<file path="src/design/dmairq_defs.svh">
// Register offsets, field positions and reset values of the DMA channel interrupt and address slice.
`ifndef DMAIRQ_DEFS_SVH
`define DMAIRQ_DEFS_SVH

`define DMAIRQ_OFS_INT        8'h00
`define DMAIRQ_OFS_SSA        8'h04
`define DMAIRQ_OFS_DSA        8'h08
`define DMAIRQ_OFS_SSIZ       8'h0C
`define DMAIRQ_OFS_DSIZ       8'h10
`define DMAIRQ_OFS_ABORT_SEL  8'h14
`define DMAIRQ_OFS_SPTR       8'h18
`define DMAIRQ_OFS_DPTR       8'h1C

`define DMAIRQ_BIT_SRC_DONE   7
`define DMAIRQ_BIT_SRC_HALF   6
`define DMAIRQ_BIT_DST_DONE   5
`define DMAIRQ_BIT_DST_HALF   4
`define DMAIRQ_BIT_BLOCK_DONE 3
`define DMAIRQ_BIT_CELL_DONE  2
`define DMAIRQ_BIT_ABORT      1
`define DMAIRQ_BIT_ADDR_ERR   0
`define DMAIRQ_EN_LSB         16

`define DMAIRQ_FLAG_RST       8'h00
`define DMAIRQ_EN_RST         8'h00
`define DMAIRQ_ADDR_RST       32'h00000000
`define DMAIRQ_SIZE_RST       16'h0000
`define DMAIRQ_PTR_RST        16'h0000
`define DMAIRQ_ABORT_SEL_RST  8'hFF

`endif

</file>
<file path="src/design/dmairq_pkg.sv">
// Types shared by the DMA channel interrupt and address slice.
package dmairq_pkg;

    // Register and interrupt state of the top module.
    typedef struct packed {
        logic [7:0]  flag;
        logic [7:0]  en;
        logic [31:0] ssa;
        logic [31:0] dsa;
        logic [15:0] ssiz;
        logic [15:0] dsiz;
        logic [7:0]  abort_sel;
        logic [31:0] rdata;
        logic        irq;
        logic        abort;
    } dmairq_regs_t;

    // Pointer and event state of the event unit.
    typedef struct packed {
        logic [15:0] sptr;
        logic [15:0] dptr;
        logic [7:0]  ev;
    } dmairq_evst_t;

endpackage

</file>
<file path="src/design/dmairq_evt_if.sv">
// Carrier between the register file and the event unit of the DMA channel slice.
`timescale 1ns/10ps
interface dmairq_evt_if;
    logic [15:0] src_size;
    logic [15:0] dst_size;
    logic [7:0]  abort_sel;
    logic [15:0] src_byte_ptr;
    logic [15:0] dst_byte_ptr;
    logic [7:0]  ev;

    modport regs (output src_size, output dst_size, output abort_sel,
                  input src_byte_ptr, input dst_byte_ptr, input ev);
    modport unit (input src_size, input dst_size, input abort_sel,
                  output src_byte_ptr, output dst_byte_ptr, output ev);
endinterface

</file>
<file path="src/design/dmairq_top.sv">
// Interrupt flags, enables, start addresses and sizes of one DMA channel.
`timescale 1ns/10ps
`include "dmairq_defs.svh"

// Notes on behaviour
// Source-done flag sets when the source pointer reaches the source size.
// Source-half flag sets when the source pointer equals half the source size.
// Destination-done flag sets when the destination pointer reaches the destination size.
// Destination-half flag sets when the destination pointer equals half its size.
// Block-done flag sets when the larger size has moved, or on pattern match.
// Cell-done flag sets each time a whole cell has been transferred.
// A system interrupt matching the abort selection aborts and sets the abort flag.
// Address-error flag sets when source or destination address is invalid.
// Eight enables in bits 23..16 mirror the flags; reset to zero.
// Flags are read/write, reset to zero; software clears one by writing zero.
// Software loads a physical source start address; resets to zero.
// Software loads a physical destination start address; resets to zero.
// Source size zero means 65,536 bytes, otherwise its value.
// Unimplemented bits of interrupt and size registers read as zero.
// Destination size zero means 65,536 bytes, otherwise its value.
// A read-only 16-bit source pointer counts from byte 0.
// Interrupt numbers 0..255 compare against the 8-bit abort selection.
// Interrupt request is high while any flag and its enable are both set.
module dmairq_top #(
    parameter int ADDR_W = 8
) (
    // Clock, reset, enable
    input  wire logic              i_clk,
    input  wire logic              i_rst_b,
    input  wire logic              i_ce,
    // Register port
    input  wire logic [ADDR_W-1:0] i_addr,
    input  wire logic [31:0]       i_wdata,
    input  wire logic              i_wr,
    input  wire logic              i_rd,
    output      logic [31:0]       o_rdata,
    // Transfer engine strobes
    input  wire logic              i_restart,
    input  wire logic              i_src_step,
    input  wire logic              i_dst_step,
    input  wire logic              i_pattern_match,
    input  wire logic              i_cell_done,
    input  wire logic              i_addr_err,
    // System interrupt numbers
    input  wire logic              i_irq_valid,
    input  wire logic [7:0]        i_irq_num,
    // Results
    output      logic [31:0]       o_src_start_addr,
    output      logic [31:0]       o_dst_start_addr,
    output      logic              o_abort,
    output      logic              o_irq
);

    generate
        if (ADDR_W < 5 || ADDR_W > 16) begin : g_bad_addr_w
            $error("ADDR_W must lie between 5 and 16");
        end
    endgenerate

    dmairq_pkg::dmairq_regs_t r_r;
    dmairq_pkg::dmairq_regs_t r_nxt;
    logic [7:0]               sel;
    dmairq_evt_if             evt ();

    // Decodes the register port address into a one-hot register select.
    function automatic logic [7:0] decode(input logic [ADDR_W-1:0] a);
        logic [7:0] full;
        full   = 8'(a);
        decode = 8'h00;
        if (a[ADDR_W-1:0] == ADDR_W'(full)) begin
            case (full)
                `DMAIRQ_OFS_INT:       decode = 8'h01;
                `DMAIRQ_OFS_SSA:       decode = 8'h02;
                `DMAIRQ_OFS_DSA:       decode = 8'h04;
                `DMAIRQ_OFS_SSIZ:      decode = 8'h08;
                `DMAIRQ_OFS_DSIZ:      decode = 8'h10;
                `DMAIRQ_OFS_ABORT_SEL: decode = 8'h20;
                `DMAIRQ_OFS_SPTR:      decode = 8'h40;
                `DMAIRQ_OFS_DPTR:      decode = 8'h80;
                default:               decode = 8'h00;
            endcase
        end
        if (ADDR_W > 8) begin
            if ((a >> 8) != '0) begin
                decode = 8'h00;
            end
        end
    endfunction

    dmairq_evt_unit u_evt (
        .i_clk           (i_clk),
        .i_rst_b         (i_rst_b),
        .i_ce            (i_ce),
        .i_restart       (i_restart),
        .i_src_step      (i_src_step),
        .i_dst_step      (i_dst_step),
        .i_pattern_match (i_pattern_match),
        .i_cell_done     (i_cell_done),
        .i_addr_err      (i_addr_err),
        .i_irq_valid     (i_irq_valid),
        .i_irq_num       (i_irq_num),
        .evt             (evt.unit)
    );

    assign evt.src_size  = r_r.ssiz;
    assign evt.dst_size  = r_r.dsiz;
    assign evt.abort_sel = r_r.abort_sel;

    always_comb begin
        r_nxt = r_r;
        sel   = decode(i_addr);
        if (i_wr) begin
            if (sel[0]) begin
                // enables written
                r_nxt.en   = i_wdata[`DMAIRQ_EN_LSB +: 8];
                // software writes flags
                r_nxt.flag = i_wdata[7:0];
            end
            // source start address
            if (sel[1]) begin
                r_nxt.ssa = i_wdata;
            end
            // destination start address
            if (sel[2]) begin
                r_nxt.dsa = i_wdata;
            end
            if (sel[3]) begin
                r_nxt.ssiz = i_wdata[15:0];
            end
            if (sel[4]) begin
                r_nxt.dsiz = i_wdata[15:0];
            end
            if (sel[5]) begin
                r_nxt.abort_sel = i_wdata[7:0];
            end
        end
        // hardware set wins over a same-cycle clear
        r_nxt.flag = r_nxt.flag | evt.ev;
        // abort the transfer
        r_nxt.abort = evt.ev[`DMAIRQ_BIT_ABORT];
        // unmasked flag drives request
        r_nxt.irq = |(r_nxt.flag & r_nxt.en);
        // Read data stands only in the cycle after the read strobe, zero otherwise.
        r_nxt.rdata = 32'h00000000;
        if (i_rd) begin
            // unimplemented bits read zero
            case (sel)
                8'h01:   r_nxt.rdata = {8'h00, r_r.en, 8'h00, r_r.flag};
                8'h02:   r_nxt.rdata = r_r.ssa;
                8'h04:   r_nxt.rdata = r_r.dsa;
                8'h08:   r_nxt.rdata = {16'h0000, r_r.ssiz};
                8'h10:   r_nxt.rdata = {16'h0000, r_r.dsiz};
                8'h20:   r_nxt.rdata = {24'h000000, r_r.abort_sel};
                // source pointer read-only
                8'h40:   r_nxt.rdata = {16'h0000, evt.src_byte_ptr};
                8'h80:   r_nxt.rdata = {16'h0000, evt.dst_byte_ptr};
                default: r_nxt.rdata = 32'h00000000;
            endcase
        end
    end

    always_ff @(posedge i_clk) begin
        if (!i_rst_b) begin
            r_r.flag      <= `DMAIRQ_FLAG_RST;
            r_r.en        <= `DMAIRQ_EN_RST;
            r_r.ssa       <= `DMAIRQ_ADDR_RST;
            r_r.dsa       <= `DMAIRQ_ADDR_RST;
            r_r.ssiz      <= `DMAIRQ_SIZE_RST;
            r_r.dsiz      <= `DMAIRQ_SIZE_RST;
            r_r.abort_sel <= `DMAIRQ_ABORT_SEL_RST;
            r_r.rdata     <= 32'h00000000;
            r_r.irq       <= 1'b0;
            r_r.abort     <= 1'b0;
        end else if (i_ce) begin
            r_r <= r_nxt;
        end
    end

    assign o_rdata          = r_r.rdata;
    assign o_src_start_addr = r_r.ssa;
    assign o_dst_start_addr = r_r.dsa;
    assign o_abort          = r_r.abort;
    assign o_irq            = r_r.irq;

endmodule

</file>
<file path="src/design/dmairq_evt_unit.sv">
// Byte pointers and event detection of one DMA channel.
`timescale 1ns/10ps
`include "dmairq_defs.svh"
module dmairq_evt_unit (
    // Clock, reset, enable
    input  wire logic       i_clk,
    input  wire logic       i_rst_b,
    input  wire logic       i_ce,
    // Transfer engine strobes
    input  wire logic       i_restart,
    input  wire logic       i_src_step,
    input  wire logic       i_dst_step,
    input  wire logic       i_pattern_match,
    input  wire logic       i_cell_done,
    input  wire logic       i_addr_err,
    // System interrupt numbers
    input  wire logic       i_irq_valid,
    input  wire logic [7:0] i_irq_num,
    // Register side
    dmairq_evt_if.unit      evt
);

    dmairq_pkg::dmairq_evst_t s_r;
    dmairq_pkg::dmairq_evst_t s_nxt;
    logic [16:0]              src_eff;
    logic [16:0]              dst_eff;
    logic [16:0]              src_adv;
    logic [16:0]              dst_adv;

    // A zero size field stands for the full 65,536 bytes, hence the extra bit.
    function automatic logic [16:0] size_eff(input logic [15:0] sz);
        size_eff = {(sz == 16'h0000), sz};
    endfunction

    function automatic logic [16:0] advance(input logic [15:0] p);
        advance = {1'b0, p} + 17'h00001;
    endfunction

    always_comb begin
        s_nxt    = s_r;
        s_nxt.ev = 8'h00;
        // zero means full size
        src_eff  = size_eff(evt.src_size);
        // zero means full size
        dst_eff  = size_eff(evt.dst_size);
        src_adv  = advance(s_r.sptr);
        dst_adv  = advance(s_r.dptr);
        if (i_src_step) begin
            // source pointer advance
            s_nxt.sptr = src_adv[15:0];
            // source end reached
            if (src_adv == src_eff) begin
                s_nxt.ev[`DMAIRQ_BIT_SRC_DONE] = 1'b1;
                s_nxt.sptr                     = `DMAIRQ_PTR_RST;
                // larger side finished
                if (src_eff >= dst_eff) begin
                    s_nxt.ev[`DMAIRQ_BIT_BLOCK_DONE] = 1'b1;
                end
            end
            // source midpoint
            if (src_adv == {1'b0, src_eff[16:1]}) begin
                s_nxt.ev[`DMAIRQ_BIT_SRC_HALF] = 1'b1;
            end
        end
        if (i_dst_step) begin
            s_nxt.dptr = dst_adv[15:0];
            // destination end reached
            if (dst_adv == dst_eff) begin
                s_nxt.ev[`DMAIRQ_BIT_DST_DONE] = 1'b1;
                s_nxt.dptr                     = `DMAIRQ_PTR_RST;
                // larger side finished
                if (dst_eff > src_eff) begin
                    s_nxt.ev[`DMAIRQ_BIT_BLOCK_DONE] = 1'b1;
                end
            end
            // destination midpoint
            if (dst_adv == {1'b0, dst_eff[16:1]}) begin
                s_nxt.ev[`DMAIRQ_BIT_DST_HALF] = 1'b1;
            end
        end
        // pattern match ends block
        if (i_pattern_match) begin
            s_nxt.ev[`DMAIRQ_BIT_BLOCK_DONE] = 1'b1;
            s_nxt.sptr                       = `DMAIRQ_PTR_RST;
        end
        // cell finished
        s_nxt.ev[`DMAIRQ_BIT_CELL_DONE] = i_cell_done;
        // address error seen
        s_nxt.ev[`DMAIRQ_BIT_ADDR_ERR]  = i_addr_err;
        // abort number compare
        s_nxt.ev[`DMAIRQ_BIT_ABORT]     = i_irq_valid && (i_irq_num == evt.abort_sel);
        // A restart wins over a step in the same cycle: the new block begins at byte 0.
        if (i_restart) begin
            s_nxt.sptr = `DMAIRQ_PTR_RST;
            s_nxt.dptr = `DMAIRQ_PTR_RST;
        end
    end

    always_ff @(posedge i_clk) begin
        if (!i_rst_b) begin
            s_r.sptr <= `DMAIRQ_PTR_RST;
            s_r.dptr <= `DMAIRQ_PTR_RST;
            s_r.ev   <= 8'h00;
        end else if (i_ce) begin
            s_r <= s_nxt;
        end
    end

    assign evt.src_byte_ptr = s_r.sptr;
    assign evt.dst_byte_ptr = s_r.dptr;
    assign evt.ev           = s_r.ev;

endmodule

</file>
<file path="config.mk">
export PLATFORM = sky130hd
export DESIGN_NAME = dmairq_top
export DESIGN_NICKNAME = d
export VERILOG_FILES = /design/src/design/dmairq_pkg.sv /design/src/design/dmairq_evt_if.sv /design/src/design/dmairq_top.sv /design/src/design/dmairq_evt_unit.sv
export VERILOG_INCLUDE_DIRS = /design/src /design/src/design
export SDC_FILE = /design/constraint.sdc
export NUM_CORES = 1
export LEC_CHECK = 0
export BUFFER_PORTS_ARGS = -buffer_cell sky130_fd_sc_hd__buf_2
export CAP_MARGIN = 20
export CORE_MARGIN = 2
export CORE_UTILIZATION = 40
export DETAILED_ROUTE_END_ITERATION = 16
export PLACE_DENSITY_LB_ADDON = 0.05
export SETUP_SLACK_MARGIN = 0.2
export SYNTH_ARGS = -nofsm -noshare
export SYNTH_HDL_FRONTEND = slang
export SYNTH_SLANG_ARGS = --single-unit
</file>
<file path="constraint.sdc">
create_clock -name i_clk -period 8.66 [get_ports i_clk]
set_input_delay 0.866 -clock i_clk [delete_from_list [all_inputs] [get_ports i_clk]]
set_output_delay 0.866 -clock i_clk [all_outputs]
set_load 0.02 [all_outputs]
</file>
==> summary.txt, run 1 <==
Run status
  – Run status: finished clean

CTS
  – Post-CTS sizing: 0
  – Clk_lat worst skew: 0.45 ns
  – CTS sink cnt: 194
  – CTS Buf Count: 17
  – Post-CTS Setup Bufs: 0
  – Longest Clk Path Bufs: 2
  – Clk root buf: clkbuf_16
  – Worst-path clk slew: 0.07 ns
  – Htree depth: 4
  – Post-CTS Hold Fix Bufs: 0
  – TritonCTS clock tree: yes

Yosys
  – Seq/Total Area, Yosys: 31.6%
  – Synth top area share: 31.6%
  – Asr flop ratio synth: 0%
  – Post-Syn Area: 12300 sq um
  – Mapped Nets: 1633
  – Distinct cells, synth: 83
  – Syn. warnings: 0
  – Synth Area per Inst: 7.92 sq um
  – Syn Inst Count: 1554
  – Ranking of synthesized cells by area: dfxtp_1, nand2_1, buf_4, a21boi_0, xnor2_1
  – Register bit count reported by yosys: 194
  – Main synth FF type: dfxtp_1
  – Post-synth EDFFs: 0
  – Post-synth top area cell: dfxtp_1
  – Count leader, synth: nand2_1
  – Top cells by count, synth: nand2_1, dfxtp_1, buf_4

Worst setup path
  – Kind of critical path: reg -> reg
  – Critical path fanouts, max: 10
  – Worst setup EP type: flip-flop
  – CP Data Required Time: 8.99 ns
  – Flop-to-flop setup slack: 4.62 ns
  – R2R Path End: u_evt.evt.src_byte_ptr[2]
  – CP arrival: 4.37 ns
  – Crit start category: flip-flop
  – Worst R2R Path Depth: 9
  – Worst R2R Start: u_evt.evt.src_byte_ptr[0]

Timing
  – Final hold violations: 0
  – Final max-slew violation count: 0
  – Final worst setup slack: 4.62 ns
  – Final min period: 4.04 ns
  – Post-route clock period utilization: 46.7%
  – Endpoints failing setup: 0
  – Slew margin rel.: 24.1%
  – Measured slew at the worst slew-check pin: 1.13 ns
  – Setup Skew: 0.00931 ns
  – Max Freq: 247 MHz
  – RSZ-0062 raised after global routing: no
  – Setup TNS: 0 ns

Place
  – Pre-CTS setup slack: 4.48 ns
  – Placed Instances: 1899
  – Port bufs: 157
  – Routability cong.: 0.939
  – Post-DP Area: 12500 sq um
  – Dpl hpwl: 32600 um

Worst hold path
  – Hold Path Origin: r_r[146]
  – Hold Path Sink: r_r[146]
  – WHS Path Cells: 2
  – Min-delay worst type: reg -> reg

Finish
  – FILL cells: 3097
  – Design Area, Final: 13200 sq um
  – Share of cells above drive strength 1: 15.0%
  – Area Growth Syn to Fin: 6.84%
  – Finished Layout Cells: 1931
  – FF/Latch Area: 3880 sq um
  – # diodes: 0
  – Layout net count: 1601
  – Area occupied by multi-input gates: 7050 sq um

Drt
  – Vias per cell: 5.86
  – Starting DRC count in detailed routing: 1481
  – DR DRC count: 0
  – Antenna viol nets, final: 0
  – Wire length per cell: 23.2 um
  – Final WL: 44900 um
  – DRT Pass-1 Iters: 8
  – DR vias: 11300

Pwr
  – VDD IR max: 0.136 mV
  – P per Cell Area: 149 nW/um^2
  – P_leak: 4.92 nW
  – Total power: 1.96 mW

Global routing
  – Largest net degree at the start of global routing: 124
  – Vias in the first global route: 10300
  – Total Routing Usage GR: 27.2%
  – Overflow after GRT: 0
  – First-pass GRT wire length: 67600 um
  – Initial antenna violation count: 1

Floorplanning
  – Die Area: 32200 sq um
  – Rows: 64
  – Core area: 30400 sq um
  – Initial Utilization: 40.4%
  – Ports: 158
  – Die W: 179 um
  – Die Y: 179 um

Run
  – Max-Cap Viols: 0
sequential cells by signal, indices dropped and copies added, names as in the netlist:
signal / cells
evt.dst_size: 16
o_irq: 1
o_rdata: 32
u_evt.evt.src_byte_ptr: 16
evt.abort_sel: 8
o_abort: 1
o_src_start_addr: 32
evt.src_size: 16
o_dst_start_addr: 32
u_evt.evt.dst_byte_ptr: 16
u_evt.evt.ev: 8
r_r: 16
layout by cell type (no fill, tap or decap), types with 32 or more instances in the layout:
cell	instances
nand3_1	54
a21oi_1	64
buf_2	156
xor2_1	32
nor2b_1	50
nand2_1	257
a21boi_0	100
xnor2_1	56
o21ai_0	56
mux2i_1	32
nor2_1	72
inv_1	36
dfxtp_1	194
area by class of cell:
cell class                 count  share of cell area [%]
clock inverter                15                    2.06
inverter                      38                    1.08
clock buffer                  17                    3.24
timing repair buffer         170                    6.74
sequential                   194                    29.5
tap                          396                    3.77
multi-input combinational   1101                    53.6
metrics by stage:
step,util [%],hold WS [ns]
detailed placement,40.9,0.457
global placement,40.9,0.458
global route,43.2,0.493
CTS,43.2,0.468
floorplan,-,0.431
finish,43.2,0.471
worst max-delay path, stage by stage, from the launching register on:
cell and delay, ns:
dfxtp_1 0.57, ha_1 0.39, nand3_2 0.34, or4_1 0.79, xor2_1 0.21, a21oi_1 0.28
nand4_1 0.21, nor4b_4 0.55, or3_1 0.45, o22ai_1 0.13
per-layer routing:
| metal | up-vias | GRT usage, % | wire, um |
|---|---|---|---|
| met2 | 505 | 39.2 | 18600 |
| met4 | 0 | 6.47 | 780 |
| met5 | - | 0 | 0 |
| met1 | 5457 | 41.7 | 22000 |
| li1 | 5319 | - | - |
| met3 | 40 | 4.74 | 3420 |
worst max-delay path by stage:
stage,from,cells past startpoint,slack (ns),end
4_1_cts,u_evt.evt.src_byte_ptr[0],9,4.71,u_evt.evt.src_byte_ptr[14]
5_1_grt,u_evt.evt.src_byte_ptr[0],9,4.42,u_evt.evt.src_byte_ptr[4]
6_report,u_evt.evt.src_byte_ptr[0],9,4.62,u_evt.evt.src_byte_ptr[2]
3_3_place_gp,i_addr[1],9,4.54,o_irq
3_5_place_dp,i_addr[1],9,4.48,evt.dst_size[0]
2_1_floorplan,i_addr[1],9,5.78,evt.src_size[10]
power by group:
group | switching (mW) | internal, mW | leakage, nW
Sequential | 0.00384 | 0.893 | 1.56
Clock | 0.400 | 0.553 | 0.338
Combinational | 0.0687 | 0.0369 | 3.02
Total | 0.473 | 1.48 | 4.92
kinds of logic after synthesis:
kind of cell    count (synthesis)  synth area share, %
xor+xnor                       94                 7.36
compound gates                379                 21.0
flops                         194                 31.6
mux                            43                 4.16
simple gates                  566                 22.7
buf+inv                       259                 11.3
fa+ha+maj                      19                 1.93
Power figures use the tool's default switching activity.
==> inputs of run 2 (changes only) <==
ABC_AREA = 1   (was unset)
clock period = 3.94 ns   (was 8.66 ns; I/O delays follow)
==> summary.txt, run 2 <==
Drt
  – Starting DRC count in detailed routing: 1013 (-32%)
  – DRT Pass-1 Iters: 5 (-3)
  – Wire length per cell: 19.9 um (-14%)
  – Vias per cell: 5.25 (-11%)
  – Antenna viol nets, final: 0 (unchanged)
  – DR vias: 11300 (-0.23%)
  – DR DRC count: 0 (unchanged)
  – Final WL: 42900 um (-4.4%)

Floorplanning
  – Die Area: 30100 sq um (-6.4%)
  – Rows: 62 (-3.1%)
  – Die W: 174 um (-3.2%)
  – Ports: 158 (unchanged)
  – Die Y: 174 um (-3.2%)
  – Core area: 28500 sq um (-6.2%)
  – Initial Utilization: 40.3% (-0.14 points)

Worst hold path
  – Hold Path Origin: i_cell_done
  – Min-delay worst type: in -> reg
  – Hold Path Sink: u_evt.evt.ev[2]
  – WHS Path Cells: 3 (+1)

Timing
  – Slew margin rel.: 28.1% (+4.1 points)
  – Setup Skew: 0.0126 ns (+0.00333 ns)
  – RSZ-0062 raised after global routing: no
  – Final max-slew violation count: 0 (unchanged)
  – Post-route clock period utilization: 66.4% (+20 points)
  – Final min period: 2.62 ns (-1.43 ns)
  – Setup TNS: 0 ns (unchanged)
  – Final hold violations: 0 (unchanged)
  – Max Freq: 382 MHz (+54%)
  – Measured slew at the worst slew-check pin: 1.08 ns (-0.0571 ns)
  – Final worst setup slack: 1.32 ns (-3.29 ns)
  – Endpoints failing setup: 0 (unchanged)

Worst setup path
  – Worst R2R Path Depth: 12 (+3)
  – Slowest cell on crit path: dfxtp_1
  – CP most frequent cell: nand3_1
  – Critical path fanouts, max: 16 (+6)
  – CP Data Required Time: 4.22 ns (-4.77 ns)
  – Kind of critical path: reg -> reg
  – CP peak stage delay: 0.46 ns (-0.33 ns)
  – Worst setup EP type: flip-flop
  – Crit start category: flip-flop
  – Crit-path cells: ha_1, nand2_2, nor2_4, nand3_1, xor2_1, inv_1, nand2_1, nand3_1, nor2_2, nand2_4, nand3_1, a21oi_1
  – CP arrival: 2.90 ns (-1.47 ns)
  – R2R Path End: u_evt.evt.src_byte_ptr[1]
  – Worst R2R Start: u_evt.evt.src_byte_ptr[0]
  – Worst path bufs/invs: 1 (+1)
  – Flop-to-flop setup slack: 1.32 ns (-3.29 ns)
  – CP delay by family, top: simple AND/OR/NAND/NOR gates

Place
  – Placed Instances: 2121 (+12%)
  – Pre-CTS setup slack: 1.12 ns (-3.36 ns)
  – Port bufs: 157 (unchanged)
  – Routability cong.: 0.966 (+3.0%)
  – Post-DP Area: 11900 sq um (-4.8%)
  – Dpl hpwl: 32100 um (-1.3%)

Pwr
  – Internal power: 2.97 mW (+100%)
  – Total power: 4.04 mW (+110%)
  – Switch share: 26.5% (+2.4 points)
  – Sequential share of power: 49.2% (+3.3 points)
  – VDD IR max: 0.252 mV (+86%)
  – Clock power share: 44.9% (-3.8 points)
  – P_leak: 5.38 nW (+9.5%)
  – Logic pwr share: 5.9% (+0.5 points)
  – P per Cell Area: 324 nW/um^2 (+120%)
  – Net switching power: 1.07 mW (+130%)

CTS
  – CTS sink cnt: 194 (unchanged)
  – Longest Clk Path Bufs: 2 (unchanged)
  – Post-CTS Hold Fix Bufs: 0 (unchanged)
  – Clk_lat worst skew: 0.45 ns (about the same)
  – Clk root buf: clkbuf_16
  – CTS Buf Count: 17 (unchanged)
  – Htree depth: 4 (unchanged)
  – TritonCTS clock tree: yes
  – Post-CTS sizing: 0 (unchanged)
  – Post-CTS Setup Bufs: 0 (unchanged)
  – Worst-path clk slew: 0.08 ns (about the same)

Yosys
  – Largest family of logic cells by synthesized area: simple AND/OR/NAND/NOR gates
  – Synth Area per Inst: 6.64 sq um (-16%)
  – Syn. warnings: 0 (unchanged)
  – Synth top area share: 33.8% (+2.2 points)
  – Seq/Total Area, Yosys: 33.8% (+2.2 points)
  – Post-Syn Area: 11500 sq um (-6.5%)
  – Multiplexer area fraction after synthesis: 0% (-4.2 points)
  – Adder-cell share of the synthesized area: 2.07% (+0.13 points)
  – Syn Inst Count: 1732 (+11%)
  – Top cells by count, synth: nand2_1, nor2_1, dfxtp_1
  – Count leader, synth: nand2_1
  – Post-synthesis simple-gate area fraction: 30.9% (+8.2 points)
  – Ranking of synthesized cells by area: dfxtp_1, nand2_1, nor2_1, buf_4, o21ai_0
  – Register bit count reported by yosys: 194 (unchanged)
  – Asr flop ratio synth: 0% (unchanged)
  – Post-synth top area cell: dfxtp_1
  – Distinct cells, synth: 52 (-37%)
  – Complex-gate fraction of the synthesized area: 17.3% (-3.7 points)
  – Mapped Nets: 1811 (+11%)
  – XOR/XNOR Fraction of Synth Area: 2.33% (-5.0 points)
  – Post-synth EDFFs: 0 (unchanged)
  – Main synth FF type: dfxtp_1

Global routing
  – Vias in the first global route: 10600 (+2.8%)
  – Total Routing Usage GR: 28.3% (+1.1 points)
  – Initial antenna violation count: 1 (unchanged)
  – Overflow after GRT: 0 (unchanged)
  – First-pass GRT wire length: 65300 um (-3.3%)
  – Largest net degree at the start of global routing: 107 (-14%)

Finish
  – Layout net count: 1835 (+15%)
  – Design Area, Final: 12500 sq um (-5.2%)
  – FILL cells: 3153 (+1.8%)
  – Most common cell after layout, fill and taps aside: nand2_1
  – Most frequent cells in the layout: nand2_1, nor2_1, dfxtp_1
  – # diodes: 0 (unchanged)
  – Share of cells above drive strength 1: 15.8% (+0.79 points)
  – Finished Layout Cells: 2153 (+11%)
  – Area Growth Syn to Fin: 8.34%

Run status
  – Run status: finished clean

Run
  – Max-Cap Viols: 0 (unchanged)
run 2: metrics by stage:
stage | util [%] | hold slack (ns)
6_report | 43.7 | 0.163
5_1_grt | 43.7 | 0.160
4_1_cts | 43.7 | 0.156
3_5_place_dp | 41.5 | 0.454
3_3_place_gp | 41.5 | 0.450
2_1_floorplan | - | 0.444
run 2: cell type report:
class	instances	area, sq um	share of cell area [%]
Multi-Input combinational cell	1228	6050	48.5
Sequential cell	194	3880	31.2
Timing Repair Buffer	174	916	7.35
Inverter	141	531	4.26
Clock buffer	22	494	3.96
Tap cell	384	480	3.85
Clock inverter	10	114	0.913
run 2: routing by layer:
| layer | vias to the layer above | share of wire, % | GRT usage, % |
|---|---|---|---|
| li1 | 5627 | - | - |
| met1 | 5256 | 48 | 40.7 |
| met2 | 363 | 43 | 43.3 |
| met3 | 49 | 6.3 | 5.20 |
| met4 | 0 | 2.4 | 8.37 |
| met5 | - | 0 | 0 |
run 2: worst max-delay path by stage:
stage | start | depth (start not counted) | slack [ns] | endpoint
after floorplan | u_evt.evt.src_byte_ptr[0] | 13 | 1.87 | u_evt.evt.src_byte_ptr[14]
after global placement | i_addr[0] | 12 | 1.18 | o_irq
after detailed placement | i_addr[6] | 9 | 1.12 | evt.src_size[10]
after CTS | u_evt.evt.src_byte_ptr[0] | 12 | 1.36 | u_evt.evt.src_byte_ptr[1]
after global routing | u_evt.evt.src_byte_ptr[0] | 14 | 1.07 | u_evt.evt.src_byte_ptr[1]
final | u_evt.evt.src_byte_ptr[0] | 12 | 1.32 | u_evt.evt.src_byte_ptr[1]
run 2: power groups by stage:
| stage | registers (mW) | clock network (mW) | logic [mW] |
|---|---|---|---|
| 2_1_floorplan | 2.03 | 0 | 0.124 |
| 3_3_place_gp | 2.03 | 0 | 0.239 |
| 3_5_place_dp | 2.03 | 0 | 0.238 |
| 4_1_cts | 1.99 | 1.84 | 0.239 |
| 5_1_grt | 1.99 | 1.91 | 0.261 |
| 6_report | 1.99 | 1.82 | 0.240 |
run 2: logic make-up after synthesis:
family / Yosys count
buf+inv: 310
simple gates: 830
compound gates: 352
flops: 194
fa+ha+maj: 19
xor+xnor: 27
run 2: worst register-to-register path: cells and delay by family (launching register included):
| kind | cells | cell delay (ns) |
|---|---|---|
| AOI/OAI and AO/OA | 1 | 0.08 |
| xor gates and xnor gates | 1 | 0.30 |
| adders and majority gates | 1 | 0.27 |
| buffers and inverters | 1 | 0.12 |
| DFF | 1 | 0.46 |
| and+or+nand+nor | 8 | 1.22 |
==> inputs of run 3 (changes only) <==
clock period = 2.1 ns   (was 3.94 ns; I/O delays follow)
==> summary.txt, run 3 (synthesized netlist as in run 2, its figures left out) <==
Worst setup path
  – Critical path fanouts, max: 8 (-8)
  – Worst setup EP type: flip-flop
  – Flop-to-flop setup slack: -0.07 ns (-1.39 ns)
  – R2R Path End: u_evt.evt.dst_byte_ptr[9]
  – CP peak stage delay: 0.39 ns (-0.07 ns)
  – Worst R2R Path Depth: 15 (+3)
  – CP arrival: 2.50 ns (-0.40 ns)
  – CP Data Required Time: 2.43 ns (-1.79 ns)
  – CP most frequent cell: nand2_4
  – Slowest cell on crit path: dfxtp_4
  – Worst R2R Start: u_evt.evt.dst_byte_ptr[0]
  – Crit start category: flip-flop
  – Kind of critical path: reg -> reg
  – Crit-path cells: ha_4, nand2_8, nor2_4, nand2_4, nor2_4, nand2_2, nand2_4, o21ai_1, inv_1, nand4_1, nor2_2, nand2_2, clkbuf_16, nand2_4, a21oi_2

Finish
  – Most frequent cells in the layout: nand2_1, nor2_1, buf_4
  – Area Growth Syn to Fin: 27.4%
  – Share of cells above drive strength 1: 27.7% (+12 points)
  – # diodes: 0 (unchanged)
  – Layout net count: 2042 (+11%)
  – FILL cells: 3022 (-4.2%)
  – FF/Latch Area: 3910 sq um (+0.55%)
  – Fin util: 51.3% (+7.7 points)
  – Most common cell after layout, fill and taps aside: nand2_1
  – Area occupied by multi-input gates: 6460 sq um (+6.8%)

CTS
  – Worst-path clk slew: 0.08 ns (about the same)
  – Htree depth: 4 (unchanged)
  – CTS Buf Count: 17 (unchanged)
  – Clk_lat worst skew: 0.45 ns (about the same)
  – Clk root buf: clkbuf_16
  – TritonCTS clock tree: yes
  – CTS sink cnt: 194 (unchanged)
  – Longest Clk Path Bufs: 2 (unchanged)

Pwr
  – VDD IR max: 0.438 mV (+74%)
  – Logic pwr share: 6.8% (+0.9 points)
  – Clock power share: 44.3% (-0.6 points)
  – Switch share: 27.4% (+0.84 points)
  – Sequential share of power: 48.9% (-0.3 points)
  – P per Cell Area: 520 nW/um^2 (+60%)
  – Internal power: 5.53 mW (+86%)
  – Net switching power: 2.09 mW (+94%)
  – P_leak: 6.54 nW (+21%)

Floorplanning
  – Initial Utilization: 40.3% (unchanged)
  – Die Y: 174 um (unchanged)
  – Ports: 158 (unchanged)
  – Die W: 174 um (unchanged)
  – Core area: 28500 sq um (unchanged)
  – Die Area: 30100 sq um (unchanged)
  – Rows: 62 (unchanged)

Drt
  – DR vias: 12200 (+8.1%)
  – Met2 Routed Length: 20000 um (+7.5%)
  – Met3 wire len: 2670 um (-1.3%)
  – DR DRC count: 0 (unchanged)
  – Post-Route M1 WL: 21100 um (+2.5%)
  – Wire length per cell: 19.1 um (-4.2%)
  – Vias per cell: 5.17 (-1.4%)
  – Starting DRC count in detailed routing: 947 (-6.5%)
  – Antenna viol nets, final: 0 (unchanged)
  – DRT Pass-1 Iters: 6 (+1)
  – Top sig layer: met4
  – Final WL: 45000 um (+5.0%)

Global routing
  – Overflow after GRT: 0 (unchanged)
  – Vias in the first global route: 11500 (+8.8%)
  – Largest net degree at the start of global routing: 52 (-51%)
  – Total Routing Usage GR: 29.5% (+1.1 points)
  – First-pass GRT wire length: 68000 um (+4.1%)
  – Initial antenna violation count: 0 (-1)

Timing
  – Final max-slew violation count: 0 (unchanged)
  – Setup Skew: 0.0115 ns (-0.00114 ns)
  – Post-route clock period utilization: 103% (+37 points)
  – Max Freq: 461 MHz (+21%)
  – Final hold violations: 0 (unchanged)
  – Endpoints failing setup: 32 (+32)
  – Measured slew at the worst slew-check pin: 0.754 ns (-0.323 ns)
  – RSZ-0062 raised after global routing: yes
  – Final worst setup slack: -0.0677 ns (-1.39 ns)
  – Slew margin rel.: 49.7% (+22 points)
  – Final min period: 2.17 ns (-0.449 ns)

Run status
  – Run status: finished with violations
  – Failing checks: setup timing

Run
  – Max-Cap Viols: 0 (unchanged)

Worst hold path
  – WHS Path Cells: 3 (unchanged)
  – Min-delay worst type: in -> reg
  – Hold Path Sink: u_evt.evt.ev[2]
  – Hold Path Origin: i_cell_done

Place
  – Pre-CTS setup slack: -0.113 ns (-1.24 ns)
  – Routability cong.: 0.953 (-1.4%)
  – Port bufs: 157 (unchanged)
  – Dpl hpwl: 33700 um (+4.9%)
==> run 3: timing repair <==
| action | CTS | global route |
|---|---|---|
| pin swaps | 30 | 32 |
| gates cloned | 1 | 1 |
| endpoints found under the hold margin | 13 | 0 |
| endpoints found under the setup margin | 37 | 37 |
| setup buffers | 11 | 4 |
| gates resized for setup | 50 | 46 |
| hold buffers | 8 | 0 |
==> run 3: worst max-delay path: cells and delay by family (launching register included) <==
family                     cells  cell delay (ns)
and+or+nand+nor               10             1.08
DFF                            1             0.39
buffers and inverters          2             0.27
adders and majority gates      1             0.18
AOI/OAI and AO/OA              2             0.10
==> run 3: worst max path at each step <==
| stage | startpoint | slack (ns) | endpoint |
|---|---|---|---|
| final | u_evt.evt.dst_byte_ptr[0] | -0.07 | u_evt.evt.dst_byte_ptr[9] |
| after global routing | u_evt.evt.src_byte_ptr[1] | -0.19 | u_evt.evt.ev[3] |
| after CTS | u_evt.evt.src_byte_ptr[0] | -0.02 | u_evt.evt.src_byte_ptr[2] |
| after detailed placement | u_evt.evt.src_byte_ptr[0] | -0.11 | u_evt.evt.src_byte_ptr[14] |
| after global placement | u_evt.evt.src_byte_ptr[1] | -0.12 | u_evt.evt.src_byte_ptr[14] |
| after floorplan | u_evt.evt.src_byte_ptr[0] | 0.16 | u_evt.evt.src_byte_ptr[14] |
==> run 3: layout make-up <==
type | instances | share of cell area, %
clock buffer | 19 | 3.09
clock inverter | 13 | 0.914
inverter | 141 | 3.63
multi-input combinational | 1229 | 44.1
sequential | 194 | 26.6
tap | 384 | 3.28
timing repair buffer | 380 | 18.4
==> run 3: metrics by stage <==
stage               TNS (ns)  power [mW]  hold slack (ns)  std cells  instance area (sq um)
CTS                  -0.0346        7.65          0.00949       2355                  14400
detailed placement     -1.73        4.31            0.451       2303                  13500
global placement       -1.83        4.31            0.442       2303                  13500
finish                -0.963        7.62           0.0158       2360                  14700
floorplan                  0        4.05            0.323       1732                  11600
global route           -5.35        7.85           0.0180       2360                  14700
==> run 3: per-layer routing <==
layer	vias up	track usage, %
met1	5695	41.6
met2	410	46.3
met3	54	3.62
met4	0	10.6
li1	6046	-
met5	-	0
==> run 3: power by group through the flow <==
stage	registers (mW)	clock network (mW)	logic, mW
after detailed placement	3.82	0	0.493
after CTS	3.73	3.41	0.511
final	3.73	3.38	0.518
after global routing	3.73	3.55	0.566
after floorplan	3.81	0	0.235
after global placement	3.81	0	0.493
